## src/inc/afc_map.svh

```systemverilog
`ifndef AFC_MAP_SVH
`define AFC_MAP_SVH
// ----------------------------------------
// register offsets (7-bit address)
// ----------------------------------------
`define AFC_OFS_RESET 7'h00
`define AFC_OFS_OUTMODE 7'h03
`define AFC_OFS_FORMAT 7'h04
`define AFC_RST_VAL 8'h00
// ----------------------------------------
// field positions
// ----------------------------------------
`define AFC_RESET_BIT 7
`define AFC_STD_LSB 0
`define AFC_DIS_BIT 2
`define AFC_TERM_BIT 3
`define AFC_DRV_LSB 4
`define AFC_COD_BIT 0
`define AFC_RANDOMIZER_EN_BIT 1
`define AFC_ABP_BIT 2
`define AFC_TP_LSB 3
`define AFC_OUTMODE_MASK 8'h7f
`define AFC_FORMAT_MASK 8'h3f
`define AFC_WORD_BITS 16
`define AFC_CNT_W 5
`endif

```

## src/inc/afc_pkg.sv

```systemverilog
package afc_pkg;
	typedef enum logic [1:0] {
		AFC_STD_CMOS = 2'h0,
		AFC_STD_DDR_LVDS = 2'h1,
		AFC_STD_DDR_CMOS = 2'h2
	} afc_std_t;
	typedef enum logic [2:0] {
		AFC_TP_OFF = 3'h0,
		AFC_TP_ZERO = 3'h1,
		AFC_TP_ONE = 3'h3,
		AFC_TP_CHECK = 3'h5,
		AFC_TP_TOGGLE = 3'h7
	} afc_tp_t;
	typedef logic [12:0] afc_word_t;
endpackage : afc_pkg

```

## src/rtl/afc_output_format_config.sv

```systemverilog
`timescale 1ns/1ps
`include "afc_map.svh"
module afc_output_format_config (
	// clock and reset
	input wire logic clk,
	input wire logic sys_rst,
	// serial configuration port
	input wire logic csN,
	input wire logic sck,
	input wire logic sdi,
	output logic sdoOut,
	output logic sdoOe,
	// converter samples, overflow in bit 12
	input wire logic sampleEn,
	input wire afc_pkg::afc_word_t sampleCh1,
	input wire afc_pkg::afc_word_t sampleCh2,
	// formatted outputs
	output afc_pkg::afc_word_t dataCh1,
	output afc_pkg::afc_word_t dataCh2,
	output logic dataOe,
	// output driver controls
	output afc_pkg::afc_std_t outputStandardSel,
	output logic [2:0] driveCurrentSel,
	output logic internalTermEn,
	output logic currentDouble,
	output logic [4:0] lvdsCurrentQuarterMa,
	output logic swResetPulse
);
	import afc_pkg::*;

	// ----------------------------------------
	// register storage
	// ----------------------------------------
	logic [7:0] outputModeControl_q;
	logic [7:0] dataFormatControl_q;
	logic [7:0] outputModeControl_d;
	logic [7:0] dataFormatControl_d;
	logic [6:0] regAddr;
	logic [7:0] wrData;
	logic wrStrobe;
	logic [7:0] rdData;
	logic swReset;
	logic hitMode;
	logic hitFormat;

	afc_serial_port uPort (
		.clk(clk),
		.sys_rst(sys_rst),
		.csN(csN),
		.sck(sck),
		.sdi(sdi),
		.sdoOut(sdoOut),
		.sdoOe(sdoOe),
		.regAddr(regAddr),
		.wrData(wrData),
		.wrStrobe(wrStrobe),
		.rdData(rdData)
	);

	// ----------------------------------------
	// decode
	// ----------------------------------------
	assign swReset = wrStrobe & regAddr == `AFC_OFS_RESET &
		wrData[`AFC_RESET_BIT];
	assign hitMode = wrStrobe & regAddr == `AFC_OFS_OUTMODE;
	assign hitFormat = wrStrobe & regAddr == `AFC_OFS_FORMAT;
	assign outputModeControl_d = swReset ? `AFC_RST_VAL :
		hitMode ? (wrData & `AFC_OUTMODE_MASK) : outputModeControl_q;
	assign dataFormatControl_d = swReset ? `AFC_RST_VAL :
		hitFormat ? (wrData & `AFC_FORMAT_MASK) : dataFormatControl_q;
	assign rdData = (regAddr == `AFC_OFS_OUTMODE) ? outputModeControl_q :
		(regAddr == `AFC_OFS_FORMAT) ? dataFormatControl_q : 8'h00;
	assign swResetPulse = swReset;

	always_ff @(posedge clk) begin
		if (sys_rst) begin
			outputModeControl_q <= `AFC_RST_VAL;
			dataFormatControl_q <= `AFC_RST_VAL;
		end else begin
			outputModeControl_q <= outputModeControl_d;
			dataFormatControl_q <= dataFormatControl_d;
		end
	end

	// ----------------------------------------
	// output driver fields
	// ----------------------------------------
	assign outputStandardSel =
		afc_std_t'(outputModeControl_q[`AFC_STD_LSB +: 2]);
	assign driveCurrentSel = outputModeControl_q[`AFC_DRV_LSB +: 3];
	assign internalTermEn = outputModeControl_q[`AFC_TERM_BIT];
	assign currentDouble = internalTermEn;
	// host should also nap both channels while this is set
	assign dataOe = ~outputModeControl_q[`AFC_DIS_BIT];

	// nominal current in 0.25 mA steps before doubling (2.0 -> 8)
	function automatic logic [4:0] afc_current(input logic [2:0] sel);
		unique case (sel)
			3'h0: afc_current = 5'h0e;
			3'h1: afc_current = 5'h10;
			3'h2: afc_current = 5'h12;
			3'h4: afc_current = 5'h0c;
			3'h5: afc_current = 5'h0a;
			3'h6: afc_current = 5'h08;
			3'h7: afc_current = 5'h07;
			default: afc_current = 5'h0e;
		endcase
	endfunction : afc_current
	assign lvdsCurrentQuarterMa = afc_current(driveCurrentSel);

	// ----------------------------------------
	// per-channel formatting
	// ----------------------------------------
	afc_pattern_gen uCh1 (
		.clk(clk),
		.sys_rst(sys_rst),
		.sampleEn(sampleEn),
		.patSel(afc_tp_t'(dataFormatControl_q[`AFC_TP_LSB +: 3])),
		.coding_select(dataFormatControl_q[`AFC_COD_BIT]),
		.altPolarity(dataFormatControl_q[`AFC_ABP_BIT]),
		.randomize(dataFormatControl_q[`AFC_RANDOMIZER_EN_BIT]),
		.sampleIn(sampleCh1),
		.wordOut(dataCh1)
	);

	afc_pattern_gen uCh2 (
		.clk(clk),
		.sys_rst(sys_rst),
		.sampleEn(sampleEn),
		.patSel(afc_tp_t'(dataFormatControl_q[`AFC_TP_LSB +: 3])),
		.coding_select(dataFormatControl_q[`AFC_COD_BIT]),
		.altPolarity(dataFormatControl_q[`AFC_ABP_BIT]),
		.randomize(dataFormatControl_q[`AFC_RANDOMIZER_EN_BIT]),
		.sampleIn(sampleCh2),
		.wordOut(dataCh2)
	);
endmodule : afc_output_format_config

```

## src/rtl/afc_pattern_gen.sv

```systemverilog
`timescale 1ns/1ps
// output word formatter for one channel
module afc_pattern_gen (
	input wire logic clk,
	input wire logic sys_rst,
	input wire logic sampleEn,
	input wire afc_pkg::afc_tp_t patSel,
	input wire logic coding_select,
	input wire logic altPolarity,
	input wire logic randomize,
	input wire afc_pkg::afc_word_t sampleIn,
	output afc_pkg::afc_word_t wordOut
);
	import afc_pkg::*;
	logic phase_q;
	logic [11:0] coded;
	logic [11:0] polar;
	logic [11:0] rnd;
	afc_word_t live;
	afc_word_t pat;

	// abp forces offset binary
	assign coded = (coding_select & ~altPolarity) ?
		{~sampleIn[11], sampleIn[10:0]} : sampleIn[11:0];
	assign polar = altPolarity ? coded ^ 12'haaa : coded;
	assign rnd = randomize ? {polar[11:1] ^ {11{polar[0]}}, polar[0]} :
		polar;
	assign live = {sampleIn[12], rnd};
	assign pat = (patSel == AFC_TP_ZERO) ? 13'h0000 :
		(patSel == AFC_TP_ONE) ? 13'h1fff :
		(patSel == AFC_TP_CHECK) ? (phase_q ? 13'h0aaa : 13'h1555) :
		(patSel == AFC_TP_TOGGLE) ? {13{phase_q}} : 13'h0000;

	always_ff @(posedge clk) begin
		if (sys_rst) begin
			phase_q <= 1'b0;
			wordOut <= 13'h0000;
		end else if (sampleEn) begin
			phase_q <= ~phase_q;
			wordOut <= (patSel == AFC_TP_OFF) ? live : pat;
		end
	end
endmodule : afc_pattern_gen

```

## src/rtl/afc_serial_port.sv

```systemverilog
`timescale 1ns/1ps
`include "afc_map.svh"
// 16-bit serial frame receiver, read-back shifter
module afc_serial_port (
	// clock and reset
	input wire logic clk,
	input wire logic sys_rst,
	// serial pins, sampled on clk
	input wire logic csN,
	input wire logic sck,
	input wire logic sdi,
	output logic sdoOut,
	output logic sdoOe,
	// register side
	output logic [6:0] regAddr,
	output logic [7:0] wrData,
	output logic wrStrobe,
	input wire logic [7:0] rdData
);
	logic sckPrev_q;
	logic [`AFC_CNT_W-1:0] bitCnt_q;
	logic [15:0] shift_q;
	logic [7:0] rdShift_q;
	logic [7:0] rdNext;
	logic isRead_q;
	logic done_q;
	logic sckRise;
	logic sckFall;
	logic active;
	logic full;

	assign sckRise = sck & ~sckPrev_q;
	assign sckFall = ~sck & sckPrev_q;
	assign active = ~csN;
	assign full = bitCnt_q == `AFC_CNT_W'(`AFC_WORD_BITS);
	// address sits low in the shifter when exactly 8 bits are in, high otherwise
	assign regAddr = (bitCnt_q == `AFC_CNT_W'(8)) ? shift_q[6:0] :
		shift_q[14:8];
	// first data-phase fall takes the addressed register
	assign rdNext = (bitCnt_q == `AFC_CNT_W'(8)) ? rdData : rdShift_q;
	assign wrData = shift_q[7:0];
	// open drain: drive low only
	assign sdoOut = 1'b0;

	always_ff @(posedge clk) begin
		sckPrev_q <= sck;
		wrStrobe <= 1'b0;
		if (sys_rst | ~active) begin
			// write commits when the frame closes after 16 bits
			wrStrobe <= ~sys_rst & active == 1'b0 & done_q & ~isRead_q;
			bitCnt_q <= '0;
			done_q <= 1'b0;
			sdoOe <= 1'b0;
		end else if (sckRise & ~full) begin
			shift_q <= {shift_q[14:0], sdi};
			bitCnt_q <= bitCnt_q + `AFC_CNT_W'(1);
			if (bitCnt_q == `AFC_CNT_W'(0))
				isRead_q <= sdi;
			if (bitCnt_q == `AFC_CNT_W'(`AFC_WORD_BITS - 1))
				done_q <= 1'b1;
		end else if (sckFall & isRead_q & bitCnt_q >= `AFC_CNT_W'(8) &
			~full) begin
			sdoOe <= ~rdNext[7];
			rdShift_q <= {rdNext[6:0], 1'b0};
		end
	end
endmodule : afc_serial_port

```

## config.mk

```make
export PLATFORM = sky130hd
export DESIGN_NAME = afc_output_format_config
export DESIGN_NICKNAME = d
export VERILOG_FILES = /design/src/inc/afc_pkg.sv /design/src/rtl/afc_output_format_config.sv /design/src/rtl/afc_pattern_gen.sv /design/src/rtl/afc_serial_port.sv
export VERILOG_INCLUDE_DIRS = /design/src /design/src/inc
export SDC_FILE = /design/constraint.sdc
export NUM_CORES = 1
export LEC_CHECK = 0
export ABC_AREA = 1
export BUFFER_PORTS_ARGS = -buffer_cell sky130_fd_sc_hd__buf_2
export CORE_UTILIZATION = 35
export CTS_CLUSTER_DIAMETER = 200
export DETAILED_ROUTE_END_ITERATION = 16
export GPL_ROUTABILITY_DRIVEN = 0
export GPL_TIMING_DRIVEN = 0
export HOLD_SLACK_MARGIN = 0.15
export PLACE_DENSITY = 0.57
export SYNTH_ARGS = -nofsm -noshare
export SYNTH_HDL_FRONTEND = slang
export SYNTH_SLANG_ARGS = --single-unit
```

## constraint.sdc

```tcl
create_clock -name clk -period 2.9 [get_ports clk]
set_clock_uncertainty 0.05 [all_clocks]
set_input_delay 0.29 -clock clk [delete_from_list [all_inputs] [get_ports clk]]
set_output_delay 0.29 -clock clk [all_outputs]
set_load 0.1 [all_outputs]
```

# [Word-level counts from Yosys, hierarchy flattened]
# Cells that the tools add are included.
[word_totals] ff_bits=73 elab_cells=97 output_inout_bits=42
[op_classes] n_bitwise=33 n_lt_le_gt_ge=1 muxes=23 add_sub_neg=1 eq_ne=15 reduce_logical=9
[ops] cell="$mux 13" count=12
[ops] cell="$mux 12" count=6
[ops] cell="$pmux 5 s6" count=1
[ops] cell="$xor 11x11->11" count=2
[ops] cell="$eq 3x3->1 const B" count=6
[ops] cell="$and 1x1->1" count=14
[ops] cell="$mux 7" count=2
[ops] cell="$not 1->1" count=14
[ops] cell="$not 6->6" count=2
[ops] cell="$eq 5x4->1 const B" count=2
[ops] cell="$mux 8" count=1
[ops] cell="$eq 7x2->1 const B" count=1
[ops] cell="$eq 7x3->1 const B" count=1
[ops] cell="$logic_not 7->1" count=1
[ops] cell="$eq 3x1->1 const B" count=2
[ops] cell="$eq 3x2->1 const B" count=2
[ops] cell="$mux 6" count=1
[ops] cell="$reduce_and 2->1" count=3
[ops] cell="$reduce_and 3->1" count=2
[ops] cell="$add 5x1->5 const B" count=1
[ops] cell="$eq 5x5->1 const B" count=1
[ops] cell="$ge 5x4->1 const B" count=1
[ops] cell="$logic_not 5->1" count=1
[ops] cell="$logic_not 3->1" count=1
[ops] cell="2 further kinds" count=2

# [Depth between registers and ports, before layout]
# Gate-level depths: netlist of run 1.
[depth] word_depth=8 mapped_depth=15 mapped_depth_nobuf=13

# [Cells and area by module]
# A second synthesis of run 1 with hierarchy kept.
[unflattened] cells_unflattened=504 area_unflattened_um2=3931.3
[modules_own_cells] mod="afc_pattern_gen" n_inst=2 area_each_um2=834.6 seq_area_each_um2=280.3 cells_each=121
[modules_own_cells] mod="afc_serial_port" n_inst=1 area_each_um2=1482.7 seq_area_each_um2=870.8 cells_each=156
[modules_own_cells] mod="afc_output_format_config" n_inst=1 area_each_um2=779.5 seq_area_each_um2=260.2 cells_each=106

# [Worst setup path before layout of run 1]
# OpenSTA, ideal clock, no wires.
[synth_timing] path_type="register to output" from="register outputModeControl_q[4]" to="output lvdsCurrentQuarterMa[3]" t_arrival_ns=4.221 path_slack_ns=-1.661 stages_incl_launch_ff=5 cell_sequence="dfxtp_1 > nor2_1 > nor2_1 > nor2_1 > nor2_1"
[synth_via] elab_chain_len=2 word_cells_on_any_way=7 classes_between="6 x eq/ne; 1 x mux"
[synth_rtl] item="start: declaration" line="afc_output_format_config.sv:34" text="logic [7:0] outputModeControl_q;"
[synth_rtl] item="start signal: assignment" line="afc_output_format_config.sv:77" text="outputModeControl_q <= `AFC_RST_VAL;"
[synth_rtl] item="start signal: assignment" line="afc_output_format_config.sv:80" text="outputModeControl_q <= outputModeControl_d;"
[synth_rtl] item="$eq 3x3->1, or another cell as far along" line="afc_output_format_config.sv:98" text="unique case (sel)"
[synth_rtl] item="$pmux 5 s6 *" line="afc_output_format_config.sv:98"
[synth_rtl] item="end: declaration" line="afc_output_format_config.sv:26" text="output logic [4:0] lvdsCurrentQuarterMa,"
# Mark *: on every way between the ends. The rest lies on a longest branch, timed or not.

# [Worst setup path after layout of run 1]
[layout_timing] from="register uPort.bitCnt_q[0]" to="output swResetPulse"
[layout_via] elab_chain_len=5
[layout_rtl] item="start: declaration" line="afc_serial_port.sv:21" text="logic [`AFC_CNT_W-1:0] bitCnt_q;"
[layout_rtl] item="start signal: assignment" line="afc_serial_port.sv:56" text="bitCnt_q <= bitCnt_q + `AFC_CNT_W'(1);"
[layout_rtl] item="$eq 5x4->1" line="afc_serial_port.sv:37" text="assign regAddr = (bitCnt_q == `AFC_CNT_W'(8)) ? shift_q[6:0] :"
[layout_rtl] item="$mux 7" line="afc_serial_port.sv:37"
[layout_rtl] item="$logic_not 7->1 (no source line)"
[layout_rtl] item="$and 1x1->1 (no source line)"
[layout_rtl] item="$and 1x1->1" line="afc_output_format_config.sv:63" text="assign swReset = wrStrobe & regAddr == `AFC_OFS_RESET &"
[layout_rtl] item="end: declaration" line="afc_output_format_config.sv:27" text="output logic swResetPulse"
# No other way between the ends.

==> impl_metrics.env, run 1 <==
export IMPL_status="complete, no violations"
export IMPL_fin_area_sq_um=4290
export IMPL_ant_nets=0
export IMPL_cts_buffers=9
export IMPL_synth_area_leader_cell="dfxtp_1"
export IMPL_period_minus_slack_ns=2.56
export IMPL_dp_cells=659
export IMPL_htree_levels=3
export IMPL_cts_root_buffer="clkbuf_8"
export IMPL_final_max_slew_viol_count=0
export IMPL_synthCells=454
export IMPL_reg2reg_from="uPort.bitCnt_q[0]"
export IMPL_worstPathRequired_ns=2.56
export IMPL_num_vias=3102
export IMPL_grt_overflow=0
export IMPL_diodes=0
export IMPL_placed_area_sq_um=4070
export IMPL_synth_flop_cell="dfxtp_1"
export IMPL_cts_tree="yes"
export IMPL_detail_route_vias_per_cell=4.56
export IMPL_synth_edf_count=23
export IMPL_ys_types=29
export IMPL_path_class="reg2out"
export IMPL_worstHoldEndpoint="uCh1.wordOut[0]"
export IMPL_post_cts_buffers=0
export IMPL_grt_usage_pct=16.7
export IMPL_io_pin_count=74
export IMPL_area_growth_syn_to_layout_pct=21.6
export IMPL_ys_ff_latch=73
export IMPL_setup_tns_final_ns=0
export IMPL_synth_top_area_share_pct=28.4
export IMPL_hold_violations=0
export IMPL_r2r_end="uPort.isRead_q"
export IMPL_switching_share_pct=30.7
export IMPL_drive_gt1_share_pct=23.2
export IMPL_clockBufferDepth=2
export IMPL_ir_worst_vdd_mv=0.249
export IMPL_tightest_slew_ns=0.866
export IMPL_ys_seq_area_share_pct=48.0
export IMPL_die_y_microns=102
export IMPL_setup_ws_ns=0.345
export IMPL_core_area_sq_um=9770
export IMPL_worstHoldStart="sampleCh1[0]"
export IMPL_power_internal_mw=1.46
export IMPL_clockPowerShare_pct=31.3
export IMPL_p_leak_nw=1.98
export IMPL_die_area_sq_um=10500
export IMPL_final_util_pct=43.9
export IMPL_antenna_found_initial=0
export IMPL_grt_first_pass_wirelength_microns=13400
export IMPL_synthesis_nets=489
export IMPL_grt_max_degree=18
export IMPL_critPathCaptureType="primary output"
export IMPL_num_rows=36
export IMPL_cts_sinks=73
export IMPL_min_period_over_period_pct=88.1
export IMPL_drt_initial_drc_count=159
export IMPL_seqPwrFrac_pct=52.3
export IMPL_fin_cells=681
export IMPL_whs_path_depth=3
export IMPL_clk_latency_ns=0.33
export IMPL_cts_resized=0
export IMPL_port_buffer_count=72
export IMPL_rr_worst_depth=9
export IMPL_start_util_pct=36.1
export IMPL_syn_avg_cell_area_sq_um=7.77
export IMPL_critPathMaxFanout=10
export IMPL_ys_warnings_count=0
export IMPL_relSlewSlack_pct=42.2
export IMPL_maxCapViolCount=0
export IMPL_totalWireLength_microns=8260
export IMPL_setup_viol=0
export IMPL_cp_start_kind="flip-flop"
export IMPL_power_switching_uw=647
export IMPL_clk_pin_slew_worst_paths_ns=0.08
export IMPL_post_place_ws_ns=0.0599
export IMPL_drc=0
export IMPL_synth_area_sq_um=3530
export IMPL_cts_hold_buf=6
export IMPL_reg2reg_slack_ns=0.55
export IMPL_power_density_nw_per_um2=491
export IMPL_cp_arrival_ns=2.22
export IMPL_pwr_share_comb_pct=16.4
export IMPL_fillCellCount=1019
export IMPL_drt_pass1_iter_count=4
export IMPL_chipWidth_microns=102
export IMPL_async_flop_share_pct=0
export IMPL_worstHoldPathType="in2reg"
export IMPL_rsz0062_at_grt="no"
export IMPL_wire_per_inst_microns=12.1
export IMPL_yosys_top_cells_area="dfxtp_1, edfxtp_1, nand2_1"
export IMPL_place_hpwl_microns=6140
export IMPL_fmax_mhz=391
export IMPL_grt_pass1_vias=2785
export IMPL_nNetsFinal=578
routing by layer:
layer / GRT usage [%] / routed length, microns
met1: 23.5 / 4140
met2: 25.6 / 3900
met3: 2.74 / 177
met4: 6.59 / 40
met5: 0 / 0
sequential cells by signal, summed over array words and instances (netlist names):
name	flops
uCh2.phase_q	1
uPort.bitCnt_q	5
uPort.sckPrev_q	1
uCh1.wordOut	13
uPort.wrStrobe	1
uCh2.wordOut	13
uCh1.phase_q	1
uPort.sdoOe	1
uPort.isRead_q	1
outputModeControl_q	7
uPort.done_q	1
uPort.rdShift_q	7
uPort.shift_q	15
dataFormatControl_q	6
critical path, cell delays in order (launching register included):
cell     delay, ns
dfxtp_1       0.32
inv_1         0.10
ha_1          0.20
nand2_2       0.09
nor2_4        0.24
nand2_1       0.10
nand2_2       0.09
nand2_2       0.08
nor2_2        0.20
buf_2         0.46
cell type report:
| type | instances | area [sq um] | area share, % |
|---|---|---|---|
| repair buffers | 78 | 420 | 9.80 |
| multi-input cells | 316 | 1560 | 36.4 |
| plain buffers | 19 | 121 | 2.83 |
| inverters | 46 | 173 | 4.03 |
| clock buffers | 11 | 131 | 3.06 |
| well taps | 133 | 166 | 3.88 |
| clock inverters | 5 | 22.5 | 0.525 |
| flip-flops and latches | 73 | 1690 | 39.4 |
worst max path at each step:
stage	slack [ns]	to	from
after floorplan	0.004	lvdsCurrentQuarterMa[1]	outputModeControl_q[4]
after global placement	0.14	uPort.isRead_q	uPort.bitCnt_q[0]
after detailed placement	0.06	uPort.isRead_q	uPort.bitCnt_q[0]
after CTS	0.05	uPort.isRead_q	uPort.bitCnt_q[0]
after global routing	0.16	swResetPulse	uPort.bitCnt_q[0]
final	0.34	swResetPulse	uPort.bitCnt_q[0]
per-stage QoR:
step / power, mW / hold WS (ns)
after CTS: 2.13 / 0.155
after global placement: 1.46 / 0.362
after floorplan: 1.39 / 0.268
final: 2.11 / 0.180
after global routing: 2.20 / 0.191
after detailed placement: 1.46 / 0.367
layout by cell type (no fill, tap or decap), types with 8 or more instances in the layout:
| cell | Yosys | final |
|---|---|---|
| nor2_1 | 44 | 39 |
| clkbuf_8 | 0 | 9 |
| nand2_1 | 111 | 111 |
| a21oi_1 | 50 | 50 |
| xnor2_1 | 8 | 8 |
| dfxtp_1 | 50 | 50 |
| buf_2 | 1 | 73 |
| o21ai_0 | 43 | 43 |
| edfxtp_1 | 23 | 23 |
| nand3_1 | 19 | 19 |
| inv_1 | 41 | 41 |
cell families (layout without fill, tap and decap cells):
kind of cell	after synthesis	count (layout)	synth area share (%)
compound gates	96	96	13.8
xor+xnor	14	14	3.48
fa+ha+maj	3	3	1.06
buf+inv	65	159	8.34
flops	73	73	48.0
other cells	1	1	0.106
simple gates	202	202	25.2
synth_stat cells, drive strengths merged (2+ instances only):
cell type	number
clkinv	2
edfxtp	23
or2	7
nand3	20
nor3	3
dfxtp	50
xnor2	8
xor2	6
a211oi	2
buf	14
nand2	120
nor2	51
ha	3
inv	44
clkbuf	5
o21ai	43
a21oi	50
power groups by stage:
stage                     clock network [mW]  registers, mW  logic (mW)
after floorplan                            0           1.30      0.0864
after global placement                     0           1.12       0.337
after detailed placement                   0           1.12       0.340
after CTS                              0.684           1.10       0.347
after global routing                   0.730           1.10       0.366
final                                  0.660           1.10       0.345
No activity file was read; power rests on OpenSTA's default activity.
==> run 2, diff against run 1 <==
--- a/config.mk
+++ b/config.mk
@@ -8,6 +8,7 @@
 export LEC_CHECK = 0
 export ABC_AREA = 1
 export BUFFER_PORTS_ARGS = -buffer_cell sky130_fd_sc_hd__buf_2
+export CORE_ASPECT_RATIO = 0.5
 export CORE_UTILIZATION = 35
 export CTS_CLUSTER_DIAMETER = 200
 export DETAILED_ROUTE_END_ITERATION = 16
@@ -15,6 +16,7 @@
 export GPL_TIMING_DRIVEN = 0
 export HOLD_SLACK_MARGIN = 0.15
 export PLACE_DENSITY = 0.57
+export SKIP_LAST_GASP = 1
 export SYNTH_ARGS = -nofsm -noshare
 export SYNTH_HDL_FRONTEND = slang
 export SYNTH_SLANG_ARGS = --single-unit
==> impl_metrics.env, run 2 (synthesized netlist as in run 1, its figures left out) <==
export IMPL_core_area_sq_um=9600
export IMPL_num_rows=25
export IMPL_setup_tns_final_ns=0
export IMPL_status="complete, no violations"
export IMPL_cts_sinks=73
export IMPL_diodes=0
export IMPL_num_vias=3078
export IMPL_cp_start_kind="flip-flop"
export IMPL_nNetsFinal=575
export IMPL_place_hpwl_microns=5940
export IMPL_tightest_slew_ns=0.869
export IMPL_setup_viol=0
export IMPL_htree_levels=3
export IMPL_port_buffer_count=72
export IMPL_wire_per_inst_microns=11.9
export IMPL_antenna_found_initial=0
export IMPL_rsz0062_at_grt="no"
export IMPL_drive_gt1_share_pct=23.9
export IMPL_ant_nets=0
export IMPL_chipWidth_microns=144
export IMPL_clockPowerShare_pct=41.8
export IMPL_cts_hold_buf=3
export IMPL_fillCellCount=985
export IMPL_cts_root_buffer="clkbuf_16"
export IMPL_power_density_nw_per_um2=566
export IMPL_grt_max_degree=18
export IMPL_grt_usage_pct=16.3
export IMPL_final_cell_mix="nand2_1, buf_2, a21oi_1, dfxtp_1, o21ai_0"
export IMPL_min_period_over_period_pct=87.7
export IMPL_cts_tree="yes"
export IMPL_cp_arrival_ns=2.20
export IMPL_mostFrequentLayoutCell="nand2_1"
export IMPL_largest_reg_flops=15
export IMPL_grt_first_pass_wirelength_microns=12900
export IMPL_worstPathRequired_ns=2.56
export IMPL_totalWireLength_microns=8120
export IMPL_power_internal_mw=1.78
export IMPL_area_growth_syn_to_layout_pct=24.4
export IMPL_detail_route_vias_per_cell=4.53
export IMPL_critPathMaxFanout=10
export IMPL_cts_buffers=9
export IMPL_p_leak_nw=2.03
export IMPL_switching_share_pct=28.2
export IMPL_post_cts_buffers=0
export IMPL_clk_latency_ns=0.33
export IMPL_reg_top3="uPort.shift_q (15), uCh1.wordOut (13), uCh2.wordOut (13)"
export IMPL_clockBufferDepth=2
export IMPL_final_max_slew_viol_count=0
export IMPL_seqPwrFrac_pct=44.4
export IMPL_final_util_pct=45.7
export IMPL_top_register="uPort.shift_q"
export IMPL_pwr_share_comb_pct=13.8
export IMPL_critPathCaptureType="primary output"
export IMPL_die_y_microns=73.0
export IMPL_power_switching_uw=701
export IMPL_io_pin_count=74
export IMPL_cts_resized=0
export IMPL_grt_overflow=0
export IMPL_grt_pass1_vias=2690
export IMPL_period_minus_slack_ns=2.54
export IMPL_maxCapViolCount=0
export IMPL_hold_violations=0
export IMPL_start_util_pct=36.7
export IMPL_ir_worst_vdd_mv=0.266
export IMPL_path_class="reg2out"
export IMPL_worstHoldPathType="in2reg"
export IMPL_drt_initial_drc_count=197
export IMPL_drc=0
export IMPL_fmax_mhz=393
export IMPL_relSlewSlack_pct=42.0
export IMPL_drt_pass1_iter_count=4
export IMPL_p_total_mw=2.48
export IMPL_die_area_sq_um=10500
export IMPL_clk_pin_slew_worst_paths_ns=0.06
==> run 2: metal layers <==
| layer | wire length [microns] | GRT usage, % | share of wire [%] | up-vias |
|---|---|---|---|---|
| met2 | 3370 | 24.9 | 42 | 49 |
| met4 | 66 | 6.03 | 0.81 | 0 |
| met3 | 413 | 5.31 | 5.1 | 7 |
| met1 | 4270 | 21.5 | 53 | 1390 |
| li1 | - | - | - | 1632 |
| met5 | 0 | 0 | 0 | - |
==> run 2: area by class of cell <==
cell class	count	area, sq um	share of cell area [%]
Buffer	19	121	2.77
Inverter	46	173	3.93
Sequential cell	73	1690	38.6
Tap cell	135	169	3.85
Multi-Input combinational cell	316	1560	35.6
Timing Repair Buffer	75	390	8.90
Clock buffer	12	256	5.85
Clock inverter	4	23.8	0.542
==> run 2: final timing paths <==
kind | cells past startpoint | to | slack, ns | from
setup reg to reg | 9 | uPort.isRead_q | 0.57 | uPort.bitCnt_q[0]
setup / recovery | 9 | swResetPulse | 0.36 | uPort.bitCnt_q[0]
hold / removal | 3 | uCh2.wordOut[12] | 0.17 | sampleCh2[12]
hold reg to reg | 2 | uPort.wrStrobe | 0.38 | uPort.done_q
==> run 2: per-stage QoR <==
stage / std cells / instance area [sq um] / hold WS, ns / setup WS [ns]
after floorplan: 454 / 3550 / 0.268 / 0.00396
after global placement: 661 / 4080 / 0.359 / 0.121
after detailed placement: 661 / 4080 / 0.363 / 0.552
after CTS: 680 / 4390 / 0.153 / 0.322
after global routing: 680 / 4390 / 0.175 / 0.222
final: 680 / 4390 / 0.165 / 0.357
==> run 2: power by group through the flow <==
stage,Sequential [mW],Clock (mW),Combinational (mW)
6_report,1.10,1.04,0.342
5_1_grt,1.11,1.11,0.364
4_1_cts,1.10,1.06,0.344
3_5_place_dp,1.12,0,0.339
3_3_place_gp,1.12,0,0.337
2_1_floorplan,1.30,0,0.0864
==> run 2: critical path: stages, from the launching register on <==
cell     delay [ns]
dfxtp_1        0.31
inv_1          0.10
ha_1           0.19
nand2_2        0.08
nor2_4         0.26
nand2_1        0.11
nand2_2        0.09
nand2_2        0.08
nor2_2         0.19
buf_2          0.46
